$ cat src/shared/astx_consts.svh
// Purpose: Register map, field positions and timing constants of the serial core
// Assumes: APB with 32-bit data, one aligned word per register
// Notes: Included by the design file by its bare name
`ifndef ASTX_CONSTS_SVH
`define ASTX_CONSTS_SVH
// Register byte offsets
`define ASTX_OFS_STATUS 8'h00
`define ASTX_OFS_DATA 8'h04
`define ASTX_OFS_CTRL1 8'h08
`define ASTX_OFS_CTRL2 8'h0C
`define ASTX_OFS_BAUD 8'h10
`define ASTX_OFS_ETX 8'h14
`define ASTX_OFS_ERX 8'h18
// Control 1 fields
`define ASTX_C1_WORD9 0
`define ASTX_C1_TX9 1
`define ASTX_C1_RX9 2
// Control 2 fields
`define ASTX_C2_TXEN 0
`define ASTX_C2_RXEN 1
`define ASTX_C2_BRK 2
`define ASTX_C2_TIE 3
`define ASTX_C2_TX_COMPLETE_IRQ_ENABLE 4
`define ASTX_C2_RIE 5
`define ASTX_C2_IDLE_LINE_IRQ_ENABLE 6
// Baud select fields
`define ASTX_BR_PR 1:0
`define ASTX_BR_TR 4:2
`define ASTX_BR_RR 7:5
// Common prescaler factors
`define ASTX_PR_SEL0 5'h01
`define ASTX_PR_SEL1 5'h03
`define ASTX_PR_SEL2 5'h04
`define ASTX_PR_SEL3 5'h0D
// Oversampling positions, sample n sits at index n-1
`define ASTX_SUB_LAST 4'hF
`define ASTX_SUB_S3 4'h2
`define ASTX_SUB_S5 4'h4
`define ASTX_SUB_S7 4'h6
`define ASTX_SUB_S8 4'h7
`define ASTX_SUB_S10 4'h9
// Frame lengths with start and stop, data bit counts, and full-frame fill patterns
`define ASTX_BITS_8 4'hA
`define ASTX_BITS_9 4'hB
`define ASTX_DATA_8 4'h8
`define ASTX_DATA_9 4'h9
`define ASTX_FRAME_ONES 11'h7FF
`define ASTX_FRAME_ZERO 11'h000
// Reset values
`define ASTX_RST_BYTE 8'h00
`define ASTX_RST_WORD 9'h000
`endif

$ cat src/shared/astx_pkg.sv
// Purpose: Types shared by the serial core and its bench
// Assumes: APB signal names as published
// Notes: Status bits in the order they appear in the status word
package astx_pkg;
    typedef enum logic [1:0] {RX_HUNT, RX_START, RX_DATA} astx_rx_e;
    typedef struct packed {
        logic psel;
        logic penable;
        logic pwrite;
        logic [7:0] paddr;
        logic [31:0] pwdata;
    } astx_apb_req_s;
    typedef struct packed {
        logic pready;
        logic pslverr;
        logic [31:0] prdata;
    } astx_apb_rsp_s;
    typedef struct packed {
        logic fe;
        logic nf;
        logic ovr;
        logic idle;
        logic rxf;
        logic tc;
        logic tx_buffer_empty_flag;
    } astx_status_s;
endpackage

$ cat src/verilog/astx_uart.sv
// Purpose: Full-duplex asynchronous serial core with APB registers
// Assumes: serial_in_pin synchronous to clk; global_irq_mask high blocks irq_req
// Notes: x16 oversampling, independent tx and rx rate generators
//
// Design decisions made here: the register addresses and the APB interface to the registers.
`timescale 1ns/100ps
`include "astx_consts.svh"
`default_nettype none
module astx_uart (
    // Clock and reset
    input wire logic clk,
    input wire logic rst_n,
    // APB slave
    input wire astx_pkg::astx_apb_req_s apb_req,
    output var astx_pkg::astx_apb_rsp_s apb_rsp,
    // Serial pins
    input wire logic serial_in_pin,
    output logic tx_out,
    output logic tx_oe,
    // Interrupt request
    input wire logic global_irq_mask,
    output logic irq_req
);
    import astx_pkg::*;

    // ********************************
    // Functions
    // ********************************
    function automatic logic [4:0] pr_val(input logic [1:0] s);
        unique case (s)
            2'h0: pr_val = `ASTX_PR_SEL0;
            2'h1: pr_val = `ASTX_PR_SEL1;
            2'h2: pr_val = `ASTX_PR_SEL2;
            2'h3: pr_val = `ASTX_PR_SEL3;
        endcase
    endfunction

    // Start low, data LSB first, stop high
    function automatic logic [10:0] tx_frame(input logic w9, input logic [8:0] d);
        tx_frame = w9 ? {1'b1, d, 1'b0} : {2'b11, d[7:0], 1'b0};
    endfunction

    // ********************************
    // APB decode
    // ********************************
    logic [31:0] prdata_q;
    logic pend_q;
    logic word9_q, tx_ninth_q, tx_en_q, rx_en_q, brk_q;
    logic tie_q, tx_complete_irq_enable_q, rie_q, idle_line_irq_enable_q;
    logic [7:0] baud_q, etx_q, erx_q;
    logic tx_buffer_empty_flag_q, tc_q, rx_full_q, idle_q, ovr_q, nf_q, fe_q;
    logic [8:0] rbuf_q;
    astx_status_s status;

    // Access strobes and register selects
    wire acc = apb_req.psel & apb_req.penable;
    wire wr = acc & apb_req.pwrite;
    wire rd = acc & ~apb_req.pwrite;
    wire sel_st = apb_req.paddr == `ASTX_OFS_STATUS;
    wire sel_dat = apb_req.paddr == `ASTX_OFS_DATA;
    wire sel_c1 = apb_req.paddr == `ASTX_OFS_CTRL1;
    wire sel_c2 = apb_req.paddr == `ASTX_OFS_CTRL2;
    wire sel_br = apb_req.paddr == `ASTX_OFS_BAUD;
    wire sel_etx = apb_req.paddr == `ASTX_OFS_ETX;
    wire sel_erx = apb_req.paddr == `ASTX_OFS_ERX;
    wire mapped = sel_st | sel_dat | sel_c1 | sel_c2 | sel_br | sel_etx | sel_erx;
    wire data_wr = wr & sel_dat;
    wire wr_clr = data_wr & pend_q;
    wire rd_clr = rd & sel_dat & pend_q;
    wire [31:0] pw = apb_req.pwdata;

    assign status = '{fe: fe_q, nf: nf_q, ovr: ovr_q, idle: idle_q, rxf: rx_full_q,
                      tc: tc_q, tx_buffer_empty_flag: tx_buffer_empty_flag_q};

    // Read mux, sampled in the setup cycle so prdata is a flop
    wire [31:0] rmux = sel_st ? 32'(status) :
                       sel_dat ? 32'(rbuf_q[7:0]) :
                       sel_c1 ? 32'({rbuf_q[8], tx_ninth_q, word9_q}) :
                       sel_c2 ? 32'({idle_line_irq_enable_q, rie_q, tx_complete_irq_enable_q, tie_q, brk_q, rx_en_q, tx_en_q}) :
                       sel_br ? 32'(baud_q) :
                       sel_etx ? 32'(etx_q) :
                       sel_erx ? 32'(erx_q) : 32'h0000_0000;

    always_ff @(posedge clk) begin
        if (!rst_n) begin
            prdata_q <= 32'h0000_0000;
        end else if (apb_req.psel & ~apb_req.penable) begin
            prdata_q <= rmux;
        end
    end

    // Zero wait states; unmapped addresses answer with an error
    assign apb_rsp = '{pready: 1'b1, pslverr: acc & ~mapped, prdata: prdata_q};

    // Clear arming: a status access arms, any data access consumes
    always_ff @(posedge clk) begin
        if (!rst_n) begin
            pend_q <= 1'b0;
        end else begin
            pend_q <= (acc & sel_st) | (pend_q & ~(acc & sel_dat));
        end
    end

    // Control registers
    always_ff @(posedge clk) begin
        if (!rst_n) begin
            {word9_q, tx_ninth_q} <= 2'b00;
            {tx_en_q, rx_en_q, brk_q, tie_q, tx_complete_irq_enable_q, rie_q, idle_line_irq_enable_q} <= 7'h00;
        end else begin
            if (wr & sel_c1) begin
                word9_q <= pw[`ASTX_C1_WORD9];
                tx_ninth_q <= pw[`ASTX_C1_TX9];
            end
            if (wr & sel_c2) begin
                tx_en_q <= pw[`ASTX_C2_TXEN];
                rx_en_q <= pw[`ASTX_C2_RXEN];
                brk_q <= pw[`ASTX_C2_BRK];
                tie_q <= pw[`ASTX_C2_TIE];
                tx_complete_irq_enable_q <= pw[`ASTX_C2_TX_COMPLETE_IRQ_ENABLE];
                rie_q <= pw[`ASTX_C2_RIE];
                idle_line_irq_enable_q <= pw[`ASTX_C2_IDLE_LINE_IRQ_ENABLE];
            end
        end
    end

    // Baud registers; changing them mid-frame only retimes the bits
    always_ff @(posedge clk) begin
        if (!rst_n) begin
            baud_q <= `ASTX_RST_BYTE;
            etx_q <= `ASTX_RST_BYTE;
            erx_q <= `ASTX_RST_BYTE;
        end else begin
            if (wr & sel_br) baud_q <= pw[7:0];
            if (wr & sel_etx) etx_q <= pw[7:0];
            if (wr & sel_erx) erx_q <= pw[7:0];
        end
    end

    // ********************************
    // Rate generators, index 0 transmit, 1 receive
    // ********************************
    logic [1:0] tick;
    for (genvar g = 0; g < 2; g++) begin : g_baud
        logic [18:0] cnt_q;
        wire [2:0] rsel = (g == 0) ? baud_q[`ASTX_BR_TR] : baud_q[`ASTX_BR_RR];
        wire [7:0] ext = (g == 0) ? etx_q : erx_q;
        wire [7:0] ext_f = (ext == 8'h00) ? 8'h01 : ext;
        // One tick per oversample; the x16 is counted by the bit timers
        wire [18:0] div = 19'(pr_val(baud_q[`ASTX_BR_PR])) * (19'h0_0001 << rsel)
                          * 19'(ext_f);
        assign tick[g] = cnt_q >= div - 19'h0_0001;
        always_ff @(posedge clk) begin
            if (!rst_n || tick[g]) begin
                cnt_q <= 19'h0_0000;
            end else begin
                cnt_q <= cnt_q + 19'h0_0001;
            end
        end
    end

    // ********************************
    // Transmitter
    // ********************************
    logic tx_busy_q, tdr_full_q, idle_pend_q, tx_en_dly_q, brk_frame_q, brk_tail_q;
    logic [10:0] tx_sh_q;
    logic [3:0] tx_left_q, tx_sub_q;
    logic [7:0] tdr_q;

    wire [3:0] frame_bits = word9_q ? `ASTX_BITS_9 : `ASTX_BITS_8;
    wire te_rise = tx_en_q & ~tx_en_dly_q;
    wire tx_bit_end = tx_busy_q & tick[0] & (tx_sub_q == `ASTX_SUB_LAST);
    wire tx_done = tx_bit_end & (tx_left_q == 4'h1);

    // Load priority: idle, break, break tail, buffer, direct write
    wire tx_free = ~tx_busy_q & tx_en_q;
    wire ld_idle = tx_free & idle_pend_q;
    wire ld_brk = tx_free & ~idle_pend_q & brk_q;
    wire ld_tail = tx_free & ~idle_pend_q & ~brk_q & brk_tail_q;
    wire ld_buf = tx_free & ~idle_pend_q & ~brk_q & ~brk_tail_q & tdr_full_q;
    wire ld_dir = tx_free & ~idle_pend_q & ~brk_q & ~brk_tail_q & ~tdr_full_q
                  & data_wr;
    wire tx_load = ld_idle | ld_brk | ld_tail | ld_buf | ld_dir;
    wire [10:0] ld_frame = (ld_idle | ld_tail) ? `ASTX_FRAME_ONES :
                           ld_brk ? `ASTX_FRAME_ZERO :
                           tx_frame(word9_q, {tx_ninth_q, ld_buf ? tdr_q : pw[7:0]});

    // Shift engine
    always_ff @(posedge clk) begin
        if (!rst_n) begin
            tx_busy_q <= 1'b0;
            tx_sh_q <= `ASTX_FRAME_ONES;
            tx_left_q <= 4'h0;
            tx_sub_q <= 4'h0;
            brk_frame_q <= 1'b0;
        end else if (tx_load) begin
            tx_busy_q <= 1'b1;
            tx_sh_q <= ld_frame;
            tx_left_q <= ld_tail ? 4'h1 : frame_bits;
            tx_sub_q <= 4'h0;
            brk_frame_q <= ld_brk;
        end else if (tx_busy_q & tick[0]) begin
            tx_sub_q <= tx_sub_q + 4'h1;
            if (tx_bit_end) begin
                tx_sh_q <= {1'b1, tx_sh_q[10:1]};
                tx_left_q <= tx_left_q - 4'h1;
                tx_busy_q <= ~tx_done;
            end
        end
    end

    // Buffer, idle request and break tail
    always_ff @(posedge clk) begin
        if (!rst_n) begin
            tdr_q <= `ASTX_RST_BYTE;
            tdr_full_q <= 1'b0;
            idle_pend_q <= 1'b0;
            tx_en_dly_q <= 1'b0;
            brk_tail_q <= 1'b0;
        end else begin
            tx_en_dly_q <= tx_en_q;
            if (data_wr & ~ld_dir) tdr_q <= pw[7:0];
            tdr_full_q <= (tdr_full_q & ~ld_buf & ~te_rise) | (data_wr & ~ld_dir);
            idle_pend_q <= (idle_pend_q & ~ld_idle) | te_rise;
            brk_tail_q <= (brk_tail_q & ~ld_tail) | (tx_done & brk_frame_q & ~brk_q);
        end
    end

    // Transmit flags, set wins over the software clear
    always_ff @(posedge clk) begin
        if (!rst_n) begin
            tx_buffer_empty_flag_q <= 1'b1;
            tc_q <= 1'b1;
        end else begin
            tx_buffer_empty_flag_q <= (tx_buffer_empty_flag_q & ~wr_clr) | ld_buf | ld_dir | te_rise;
            tc_q <= (tc_q & ~wr_clr) | tx_done;
        end
    end

    // Pin stays driven until a frame started before disable ends
    assign tx_out = tx_busy_q ? tx_sh_q[0] : 1'b1;
    assign tx_oe = tx_en_q | tx_busy_q;

    // ********************************
    // Receiver
    // ********************************
    astx_rx_e rx_st_q;
    logic [3:0] rx_sub_q, rx_bit_q;
    logic [2:0] rx_hist_q, rx_vote_q;
    logic rx_edge_ok_q, rx_nz_q, nf_hold_q, idle_arm_q;
    logic [8:0] rx_sh_q;
    logic [7:0] idle_cnt_q;

    // Vote of samples 8, 9, 10
    wire rt = tick[1];
    wire v_maj = (rx_vote_q[0] & rx_vote_q[1]) | (rx_vote_q[0] & rx_vote_q[2])
                 | (rx_vote_q[1] & rx_vote_q[2]);
    wire v_noise = ~(&rx_vote_q) & (|rx_vote_q);
    wire rx_bit_end = rt & (rx_sub_q == `ASTX_SUB_LAST);
    wire [3:0] ndata = word9_q ? `ASTX_DATA_9 : `ASTX_DATA_8;
    wire rx_false = (rx_st_q == RX_START) & rx_bit_end & v_maj;
    wire rx_done = (rx_st_q == RX_DATA) & rx_bit_end & (rx_bit_q == ndata);
    wire rx_accept = rx_done & ~rx_full_q;
    wire rx_noise = rx_nz_q | v_noise | nf_hold_q;
    wire [8:0] rx_word = word9_q ? rx_sh_q : {1'b0, rx_sh_q[7:0]};
    wire rx_begin = (rx_st_q == RX_HUNT) & rt & ~serial_in_pin;
    wire mid_early = (rx_sub_q == `ASTX_SUB_S3) | (rx_sub_q == `ASTX_SUB_S5)
                     | (rx_sub_q == `ASTX_SUB_S7);
    wire in_vote = (rx_sub_q >= `ASTX_SUB_S8) & (rx_sub_q <= `ASTX_SUB_S10);
    wire idle_hit = (rx_st_q == RX_HUNT) & rt & serial_in_pin & idle_arm_q
                    & (idle_cnt_q == {frame_bits, 4'h0});

    // Frame sequencer
    always_ff @(posedge clk) begin
        if (!rst_n || !rx_en_q) begin
            rx_st_q <= RX_HUNT;
            rx_sub_q <= 4'h0;
            rx_bit_q <= 4'h0;
            rx_nz_q <= 1'b0;
            rx_edge_ok_q <= 1'b0;
        end else if (rt) begin
            rx_sub_q <= rx_sub_q + 4'h1;
            unique case (rx_st_q)
                RX_HUNT: begin
                    rx_sub_q <= 4'h1;
                    rx_nz_q <= 1'b0;
                    rx_edge_ok_q <= rx_hist_q == 3'b111;
                    if (!serial_in_pin) rx_st_q <= RX_START;
                end
                RX_START: begin
                    if (mid_early & serial_in_pin) rx_nz_q <= 1'b1;
                    if (rx_bit_end) begin
                        rx_st_q <= v_maj ? RX_HUNT : RX_DATA;
                        rx_bit_q <= 4'h0;
                        rx_nz_q <= rx_nz_q | ~rx_edge_ok_q | v_noise;
                    end
                end
                RX_DATA: begin
                    if (rx_bit_end) begin
                        rx_bit_q <= rx_bit_q + 4'h1;
                        rx_nz_q <= rx_nz_q | v_noise;
                        if (rx_done) rx_st_q <= RX_HUNT;
                    end
                end
            endcase
        end
    end

    // Sample history, vote and data shifter
    always_ff @(posedge clk) begin
        if (!rst_n) begin
            rx_hist_q <= 3'b000;
            rx_vote_q <= 3'b000;
            rx_sh_q <= `ASTX_RST_WORD;
        end else if (rt) begin
            rx_hist_q <= {rx_hist_q[1:0], serial_in_pin};
            if (in_vote) rx_vote_q <= {rx_vote_q[1:0], serial_in_pin};
            if ((rx_st_q == RX_DATA) & rx_bit_end & ~rx_done) begin
                rx_sh_q[rx_bit_q] <= v_maj;
            end
        end
    end

    // Idle-line detector: one full frame of ones after activity
    always_ff @(posedge clk) begin
        if (!rst_n || !rx_en_q || rx_begin) begin
            idle_cnt_q <= 8'h00;
            idle_arm_q <= rst_n & rx_en_q & rx_begin;
        end else if ((rx_st_q == RX_HUNT) & rt) begin
            idle_cnt_q <= idle_hit ? 8'h00 : idle_cnt_q + 8'h01;
            if (idle_hit) idle_arm_q <= 1'b0;
        end
    end

    // Receive buffer and flags, set wins over the software clear
    always_ff @(posedge clk) begin
        if (!rst_n) begin
            rbuf_q <= `ASTX_RST_WORD;
            {rx_full_q, idle_q, ovr_q, nf_q, fe_q, nf_hold_q} <= 6'h00;
        end else begin
            if (rx_accept) rbuf_q <= rx_word;
            rx_full_q <= (rx_full_q & ~rd_clr) | rx_done;
            ovr_q <= (ovr_q & ~rd_clr) | (rx_done & rx_full_q);
            nf_q <= (nf_q & ~rd_clr) | (rx_accept & rx_noise);
            fe_q <= (fe_q & ~rd_clr) | (rx_accept & ~v_maj);
            idle_q <= (idle_q & ~rd_clr) | idle_hit;
            nf_hold_q <= (nf_hold_q & ~rx_accept) | rx_false;
        end
    end

    // ********************************
    // Interrupt request
    // ********************************
    assign irq_req = ~global_irq_mask & ((tie_q & tx_buffer_empty_flag_q) | (tx_complete_irq_enable_q & tc_q)
                     | (rie_q & (rx_full_q | ovr_q)) | (idle_line_irq_enable_q & idle_q));
endmodule
`default_nettype wire

$ cat config.mk
export PLATFORM = sky130hd
export DESIGN_NAME = astx_uart
export DESIGN_NICKNAME = d
export VERILOG_FILES = /design/src/shared/astx_pkg.sv /design/src/verilog/astx_uart.sv
export VERILOG_INCLUDE_DIRS = /design/src /design/src/shared
export SDC_FILE = /design/constraint.sdc
export NUM_CORES = 1
export LEC_CHECK = 0
export BUFFER_PORTS_ARGS = -buffer_cell sky130_fd_sc_hd__buf_4
export CAP_MARGIN = 20
export CELL_PAD_IN_SITES_DETAIL_PLACEMENT = 1
export CELL_PAD_IN_SITES_GLOBAL_PLACEMENT = 1
export CORE_MARGIN = 3
export CORE_UTILIZATION = 53
export CTS_BUF_LIST = sky130_fd_sc_hd__clkbuf_4
export DETAILED_ROUTE_END_ITERATION = 10
export GPL_TIMING_DRIVEN = 0
export HOLD_SLACK_MARGIN = 0.1
export MAX_ROUTING_LAYER = met4
export PLACE_DENSITY = 0.95
export REMOVE_ABC_BUFFERS = 1
export SKIP_LAST_GASP = 1
export SLEW_MARGIN = 25
export SYNTH_ARGS = -nofsm -noshare
export SYNTH_HDL_FRONTEND = slang
export SYNTH_SLANG_ARGS = --single-unit
export TNS_END_PERCENT = 20
$ cat constraint.sdc
create_clock -name clk -period 19.88 [get_ports clk]
set_input_delay 0 -clock clk [delete_from_list [all_inputs] [get_ports clk]]
set_output_delay 0 -clock clk [all_outputs]
set_load 0.005 [all_outputs]
## After elaboration in Yosys (flattened, before gate mapping)

Index checks and enable logic that the tools add are counted.
W data, S select, Z words.

| word-level totals | value |
|---|---|
| ROM bits | 0 |
| bits in registers | 190 |
| output and inout bits | 37 |
| word-level logic and storage cells | 307 |
| latch bits | 0 |
| input port bits | 47 |
| memories kept | 0 |
| memory bits (writable) | 0 |

| operators by class | value |
|---|---|
| add/subtract/negate cells | 9 |
| multiply operators | 4 |
| muxes and demuxes | 49 |
| shifts and indexed selects | 2 |
| reductions and logical operators | 28 |
| eq/ne operators | 25 |
| magnitude comparators | 6 |
| div/mod/pow operators | 0 |
| bitwise logic cells | 139 |

Operators by type and width:

| kind | number |
|---|---|
| $mux W8 | 11 |
| $and A1 B1 Y1 | 74 |
| $mux W11 | 5 |
| $add A19 B1 Y19 const B | 2 |
| $ge A19 B19 Y1 | 2 |
| $mul A19 B8 Y19 | 2 |
| $mul A5 B19 Y19 | 2 |
| $or A1 B1 Y1 | 38 |
| $shl A1 B3 Y19 const A | 2 |
| $sub A19 B1 Y19 const B | 2 |
| $mux W4 | 7 |
| $not A1 Y1 | 27 |
| $eq A8 B5 Y1 const B | 3 |
| $logic_not A8 Y1 | 3 |
| $pmux W5 S4 | 1 |
| $eq A8 B4 Y1 const B | 2 |
| $mux W1 | 13 |
| $add A4 B1 Y4 const B | 3 |
| $mux W10 | 1 |
| $mux W2 | 5 |
| $reduce_and A2 Y1 | 5 |
| $reduce_bool A2 Y1 | 5 |
| $bwmux W9 | 1 |
| $mux W9 | 1 |
| 31 further kinds | 45 |

## Depth between registers and ports, before layout

| logic depth | value |
|---|---|
| depth after elaboration | 13 |
| gate-level depth with buffers | 42 |
| mapped depth without buffers | 39 |

## Least setup slack after synthesis

Ideal clock, no wire load.

| path | value |
|---|---|
| path kind | register to register |
| start point | register baud_q[7] |
| end point | register idle_arm_q, enable pin |
| data arrival time | 9.220 ns |
| stages on the path, launching flop included | 39 |
| library setup time | 0.265 ns |
| buffers on the path | 4 |
| required time | 19.615 ns |
| slack | 10.394 ns |
| clock period less this slack | 9.486 ns |
| cells stage by stage | dfxtp_1 -> clkbuf_1 -> clkbuf_1 -> nor3_1 -> ha_1 -> fa_1 -> inv_1 -> fa_1 -> inv_1 -> ha_1 -> o21a_1 -> a2111oi_0 -> nor2_1 -> xor2_1 -> nand2_1 -> fa_1 -> inv_1 -> fa_1 -> (+3 left out) -> inv_1 -> ha_1 -> nor3_1 -> o2111ai_1 -> a31oi_1 -> nor2b_1 -> o21a_1 -> o41ai_1 -> xor2_1 -> ha_1 -> a211o_1 -> a311oi_1 -> o211ai_1 -> a21o_1 -> buf_2 -> nand3_1 -> clkbuf_1 -> o21ai_0 |

| on the way | value |
|---|---|
| longest elaborated chain between the ends | 11 |
| elaborated cells on any way between the ends | 14 |
| classes of those cells | 1 x add/sub; 2 x mul; 1 x order compare; 1 x shift; 5 x bitwise; 4 x reduce/logical |

Ends and longest elaborated chain:

| item | RTL line | RTL |
|---|---|---|
| start, declared | astx_uart.sv:50 | `logic [7:0] baud_q, etx_q, erx_q;` |
| start signal, assigned | astx_uart.sv:129 | `` baud_q <= `ASTX_RST_BYTE; `` |
| start signal, assigned | astx_uart.sv:133 | `if (wr & sel_br) baud_q <= pw[7:0];` |
| $shl A1 B3 Y19 * | astx_uart.sv:149 | `` wire [18:0] div = 19'(pr_val(baud_q[`ASTX_BR_PR])) * (19'h0_0001 << rsel) `` |
| $mul A5 B19 Y19 * | astx_uart.sv:149 |  |
| $mul A19 B8 Y19 * | astx_uart.sv:149 |  |
| $sub A19 B1 Y19 * | astx_uart.sv:151 | `assign tick[g] = cnt_q >= div - 19'h0_0001;` |
| $ge A19 B19 Y1 * | astx_uart.sv:151 |  |
| $and A1 B1 Y1 * | astx_uart.sv:265, astx_uart.sv:269, astx_uart.sv:328 |  |
| $and A1 B1 Y1 (2 in a row) | astx_uart.sv:269 | `wire idle_hit = (rx_st_q == RX_HUNT) & rt & serial_in_pin & idle_arm_q` |
| $and A1 B1 Y1 | astx_uart.sv:270 | `& (idle_cnt_q == {frame_bits, 4'h0});` |
| $reduce_bool A2 Y1 (no line) | -- |  |
| $reduce_and A2 Y1 (no line) * | -- |  |
| end signal, assigned | astx_uart.sv:327 | `idle_arm_q <= rst_n & rx_en_q & rx_begin;` |
| end, declared | astx_uart.sv:249 | `logic rx_edge_ok_q, rx_nz_q, nf_hold_q, idle_arm_q;` |

Every way passes the cells marked *; elsewhere a longest branch is shown, timed or not.
A chain may end at the register's enable or synchronous reset.

## Worst setup path after layout

| path | value |
|---|---|
| start point | register baud_q[1] |
| end point | register rbuf_q[3] |

| on the way | value |
|---|---|
| longest elaborated chain between the ends | 10 |
| elaborated cells on any way between the ends | 13 |
| classes of those cells | 1 x add/sub; 2 x mul; 1 x order compare; 3 x eq/ne; 1 x mux; 4 x bitwise; 1 x reduce/logical |

Ends and longest elaborated chain:

| item | RTL line | RTL |
|---|---|---|
| $eq A2 B2 Y1, or another cell as far along | astx_uart.sv:30 | `unique case (s)` |
| $pmux W5 S4 * | astx_uart.sv:30 |  |
| $mul A5 B19 Y19 * | astx_uart.sv:149 |  |
| $mul A19 B8 Y19 * | astx_uart.sv:149 |  |
| $sub A19 B1 Y19 * | astx_uart.sv:151 |  |
| $ge A19 B19 Y1 * | astx_uart.sv:151 |  |
| $and A1 B1 Y1 * | astx_uart.sv:258 | `` wire rx_bit_end = rt & (rx_sub_q == `ASTX_SUB_LAST); `` |
| $and A1 B1 Y1 * (2 in a row) | astx_uart.sv:261 | `wire rx_done = (rx_st_q == RX_DATA) & rx_bit_end & (rx_bit_q == ndata);` |
| $and A1 B1 Y1 * | astx_uart.sv:262 | `wire rx_accept = rx_done & ~rx_full_q;` |
| end signal, assigned | astx_uart.sv:337 | `` rbuf_q <= `ASTX_RST_WORD; `` |
| end signal, assigned | astx_uart.sv:340 | `if (rx_accept) rbuf_q <= rx_word;` |
| end, declared | astx_uart.sv:52 | `logic [8:0] rbuf_q;` |

Every way passes the cells marked *; elsewhere a longest branch is shown, timed or not. The select of a mux whose other input is x is not followed.

==> results.txt <==
----------------------------------------------------
[Worst setup path]
  Most common cell on crit path ... fa_1
  CP Launch Type ... flip-flop
  Data arrival time of the worst path ... 13.63 ns
  Worst Reg-to-Reg Cells ... 37
  Crit Path Category ... reg -> reg
  Worst reg2reg startpoint ... baud_q[1]
  Maximum fanout count along the critical path ... 16
  Start point of the critical path ... baud_q[1]
  Cell at the slowest stage of the critical path ... nor4_2
  R2r setup slk ... 6.83 ns
  Crit. End Element ... flip-flop
  Highest cell delay on the worst timing path ... 0.92 ns
  End point of the critical path ... rbuf_q[3]
  Worst reg2reg path endpoint ... rbuf_q[3]
  Required time reported for the critical path endpoint ... 20.46 ns

[Outcome]
  Status ... completed

[STA]
  Max-slew headroom ... 24.50%
  Final critical path time including I/O delays and setup ... 13.05 ns
  Measured slew at the worst slew-check pin ... 1.124 ns
  Post-Route Skew ... 0.03277 ns
  Fin Hold WS ... 0.07970 ns
  Final Max Slew Viols ... 0
  Sum of negative setup slack ... 0 ns
  Peak Freq ... 0.07662 GHz
  Final Hold Vio Count ... 0
  Setup repair after global routing missed its margin ... no
  Period utilisation layout ... 65.65%
  Setup-failing EPs final ... 0
  Worst Slack Setup Final ... 6.828 ns

[Power]
  Net load switching power ... 0.2153 mW
  Portion of total power attributed to sequential cells ... 53.9%
  Clock power share ... 35.8%
  Maximum VDD drop ... 55.87 uV
  Combinational share of power ... 10.3%
  Leakage power of the design ... 8.333 nW
  Power density over the cells ... 33.21 nW/um^2
  Power Internal ... 0.4106 mW
  Fraction of power spent switching nets ... 34.40%

[Place]
  Worst Setup Slack post-DPL ... 7.544 ns
  GPL Wtd Cong ... 0.8817
  Buffers on Ports ... 34
  DP HPWL ... 42650 um

[Layout]
  Ratio of cells with drive above 1 in the final layout ... 4.625%
  Multi-input gate area ... 13080 um^2
  FF+latch area ... 3333 um^2
  Relative area change from synthesis to final layout ... 5.548%
  Layout fillers ... 3995
  Nets ... 2572

[Clocking]
  Clock Pin Slew Worst Setup and Hold Paths ... 0.19 ns
  Number of buffers created by CTS ... 17
  TritonCTS clock tree ... done
  Clock sink total ... 166
  Number of buffers on the longest clock path ... 2
  Post-CTS setup buffers ... 0
  Gates resized, CTS repair ... 0
  Cts hold-fix bufs ... 23
  Clock root cell ... clkbuf_4
  Number of H-tree levels ... 4
  Worst-skew pair later-pin latency ... 0.67 ns

[Drt]
  Detailed Route Iter0 Violations ... 2015
  Residual antenna-violating net count after detailed routing ... 0
  Via count ... 17770
  Drt total wl ... 71720 um
  First-pass detailed-route iteration total ... 8
  Via/cell ratio ... 6.764
  Post-detailed-route wirelength per cell ... 27.30 um
  DRC ... 0

[Logic synthesis]
  Area share of the largest cell type after synthesis ... 18.61%
  Commonest cells post-synth ... 282 x inv_1, 239 x nand2_1, 224 x nor2_1
  Top post-synthesis cells by area ... fa_1 19%, dfxtp_1 18%, ha_1 13%, inv_1 5.9%, nand2_1 5.0%
  Cell with the most instances after synthesis ... inv_1
  Post-synthesis instance area ... 17860 um^2
  Portion of the post-synthesis area used by sequential elements ... 18.66%
  Cell count after synthesis ... 2171
  Unique masters post-synth ... 81
  Post-synth ARST share ... 0%
  Largest area contributor in the netlist ... fa_1
  Post-synth EDFFs ... 1
  Syn. warnings ... 0
  Avg Inst Size Synth ... 8.227 um^2
  Top_reg_cell synth ... dfxtp_1
  Flip-flop and latch count after synthesis ... 166

[GRT]
  Global routing usage summed across all routing layers ... 41.25%
  Global-route wire length before repair ... 112700 um
  Number of global-route vias before repair ... 19610
  Initial antenna violation count ... 1
  Gr ovfl total ... 0
  Largest net degree at the start of global routing ... 60

[Floorplan]
  Die Wd ... 189.6 um
  Placement Rows ... 66
  DIE AREA ... 35940 um^2
  Count of boundary I/O pins ... 84
  Core region area ... 32870 um^2
  Initial cell density of the core ... 54.34%
  Die Y ... 189.6 um

[Run]
  Number of maximum-capacitance violations ... 0

[Min path]
  Min-delay worst type ... in -> reg

----------------------------------------------------
## area by class of cell
class                   count  area share, %
multi-input cells        1643          69.37
flip-flops and latches    166          17.68
inverters                 282          5.628
well taps                 442          2.934
repair buffers             61          2.867
clock inverters            15         0.8296
clock buffers              17         0.6770
diodes                      1        0.01327
## critical path, delay by kind of cell (launching register included)
family	cells	cell delay [ns]
adders and majority gates	10	4.35
and+or+nand+nor	9	3.66
AOI/OAI and AO/OA	8	2.36
xor gates and xnor gates	2	0.83
buffers and inverters	7	0.82
DFF	1	0.62
muxes	1	0.29
## power by group through the flow
stage | sequential, mW | clock [mW] | combinational, mW
2_1_floorplan | 0.343 | 0 | 0.0270
3_3_place_gp | 0.344 | 0 | 0.0477
3_5_place_dp | 0.344 | 0 | 0.0539
4_1_cts | 0.337 | 0.209 | 0.0589
5_1_grt | 0.338 | 0.229 | 0.0663
6_report | 0.337 | 0.224 | 0.0645
## registers in the layout, indices dropped and copies added (netlist names), 2 cells and up
name / count
rx_hist_q: 3
tx_sh_q: 11
tdr_q: 8
baud_q: 8
idle_cnt_q: 8
prdata_q: 8
etx_q: 8
tx_left_q: 4
rbuf_q: 9
rx_vote_q: 3
g_baud.cnt_q: 38
rx_st_q: 2
rx_bit_q: 4
rx_sub_q: 4
erx_q: 8
tx_sub_q: 4
rx_sh_q: 9
## worst min-delay path by stage
stage                    startpoint          end  cells past startpoint
floorplan           global_irq_mask      irq_req                      1
global placement    global_irq_mask      irq_req                      3
detailed placement  global_irq_mask      irq_req                      3
CTS                     apb_req[39]  prdata_q[0]                      5
global route            apb_req[39]  prdata_q[0]                      5
finish                  apb_req[37]  prdata_q[4]                      5
## placed cells by master, fill, tap and decap left out, types with 35 or more instances in the layout
cell,n
ha_1,188
nor3_1,60
nand3_1,76
dfxtp_1,165
a21oi_1,82
xor2_1,47
o21ai_0,54
mux2i_1,70
buf_4,35
nand2_1,239
fa_1,166
nor2_1,223
xnor2_1,41
inv_1,281
and2_1,72
## metal layers
layer | vias to the layer above | part of all wire [%] | global-route usage (%)
met5 | - | 0 | -
met4 | 0 | 10 | 32.04
met3 | 656 | 8.7 | 8.163
met2 | 1463 | 47 | 68.06
met1 | 8536 | 34 | 43.49
li1 | 7113 | - | -
## logic make-up (layout without fill, tap and decap cells)
logic type               after synthesis  after routing  share of synthesized area [%]
adder cells (fa/ha/maj)              355            355                          31.83
AO/OA/AOI/OAI                        281            281                          10.28
multiplexers                          75             75                          4.364
XOR/XNOR                              89             89                          4.441
flip-flops                           166            166                          18.66
AND/OR/NAND/NOR                      818            818                          21.67
buffers and inverters                385            375                          8.701
other                                  2             26                        0.04205
## through the flow
stage | std cells | total power [mW] | utilization (%) | instance area (um^2)
after global routing | 2627 | 0.6325 | 57.36 | 18850
after detailed placement | 2571 | 0.3980 | 55.78 | 18330
after CTS | 2626 | 0.6054 | 57.34 | 18850
after global placement | 2567 | 0.3915 | 55.56 | 18260
after floorplan | 2091 | 0.3705 | - | 17450
final | 2627 | 0.6260 | 57.36 | 18850
(Power assumes the default switching activity.)
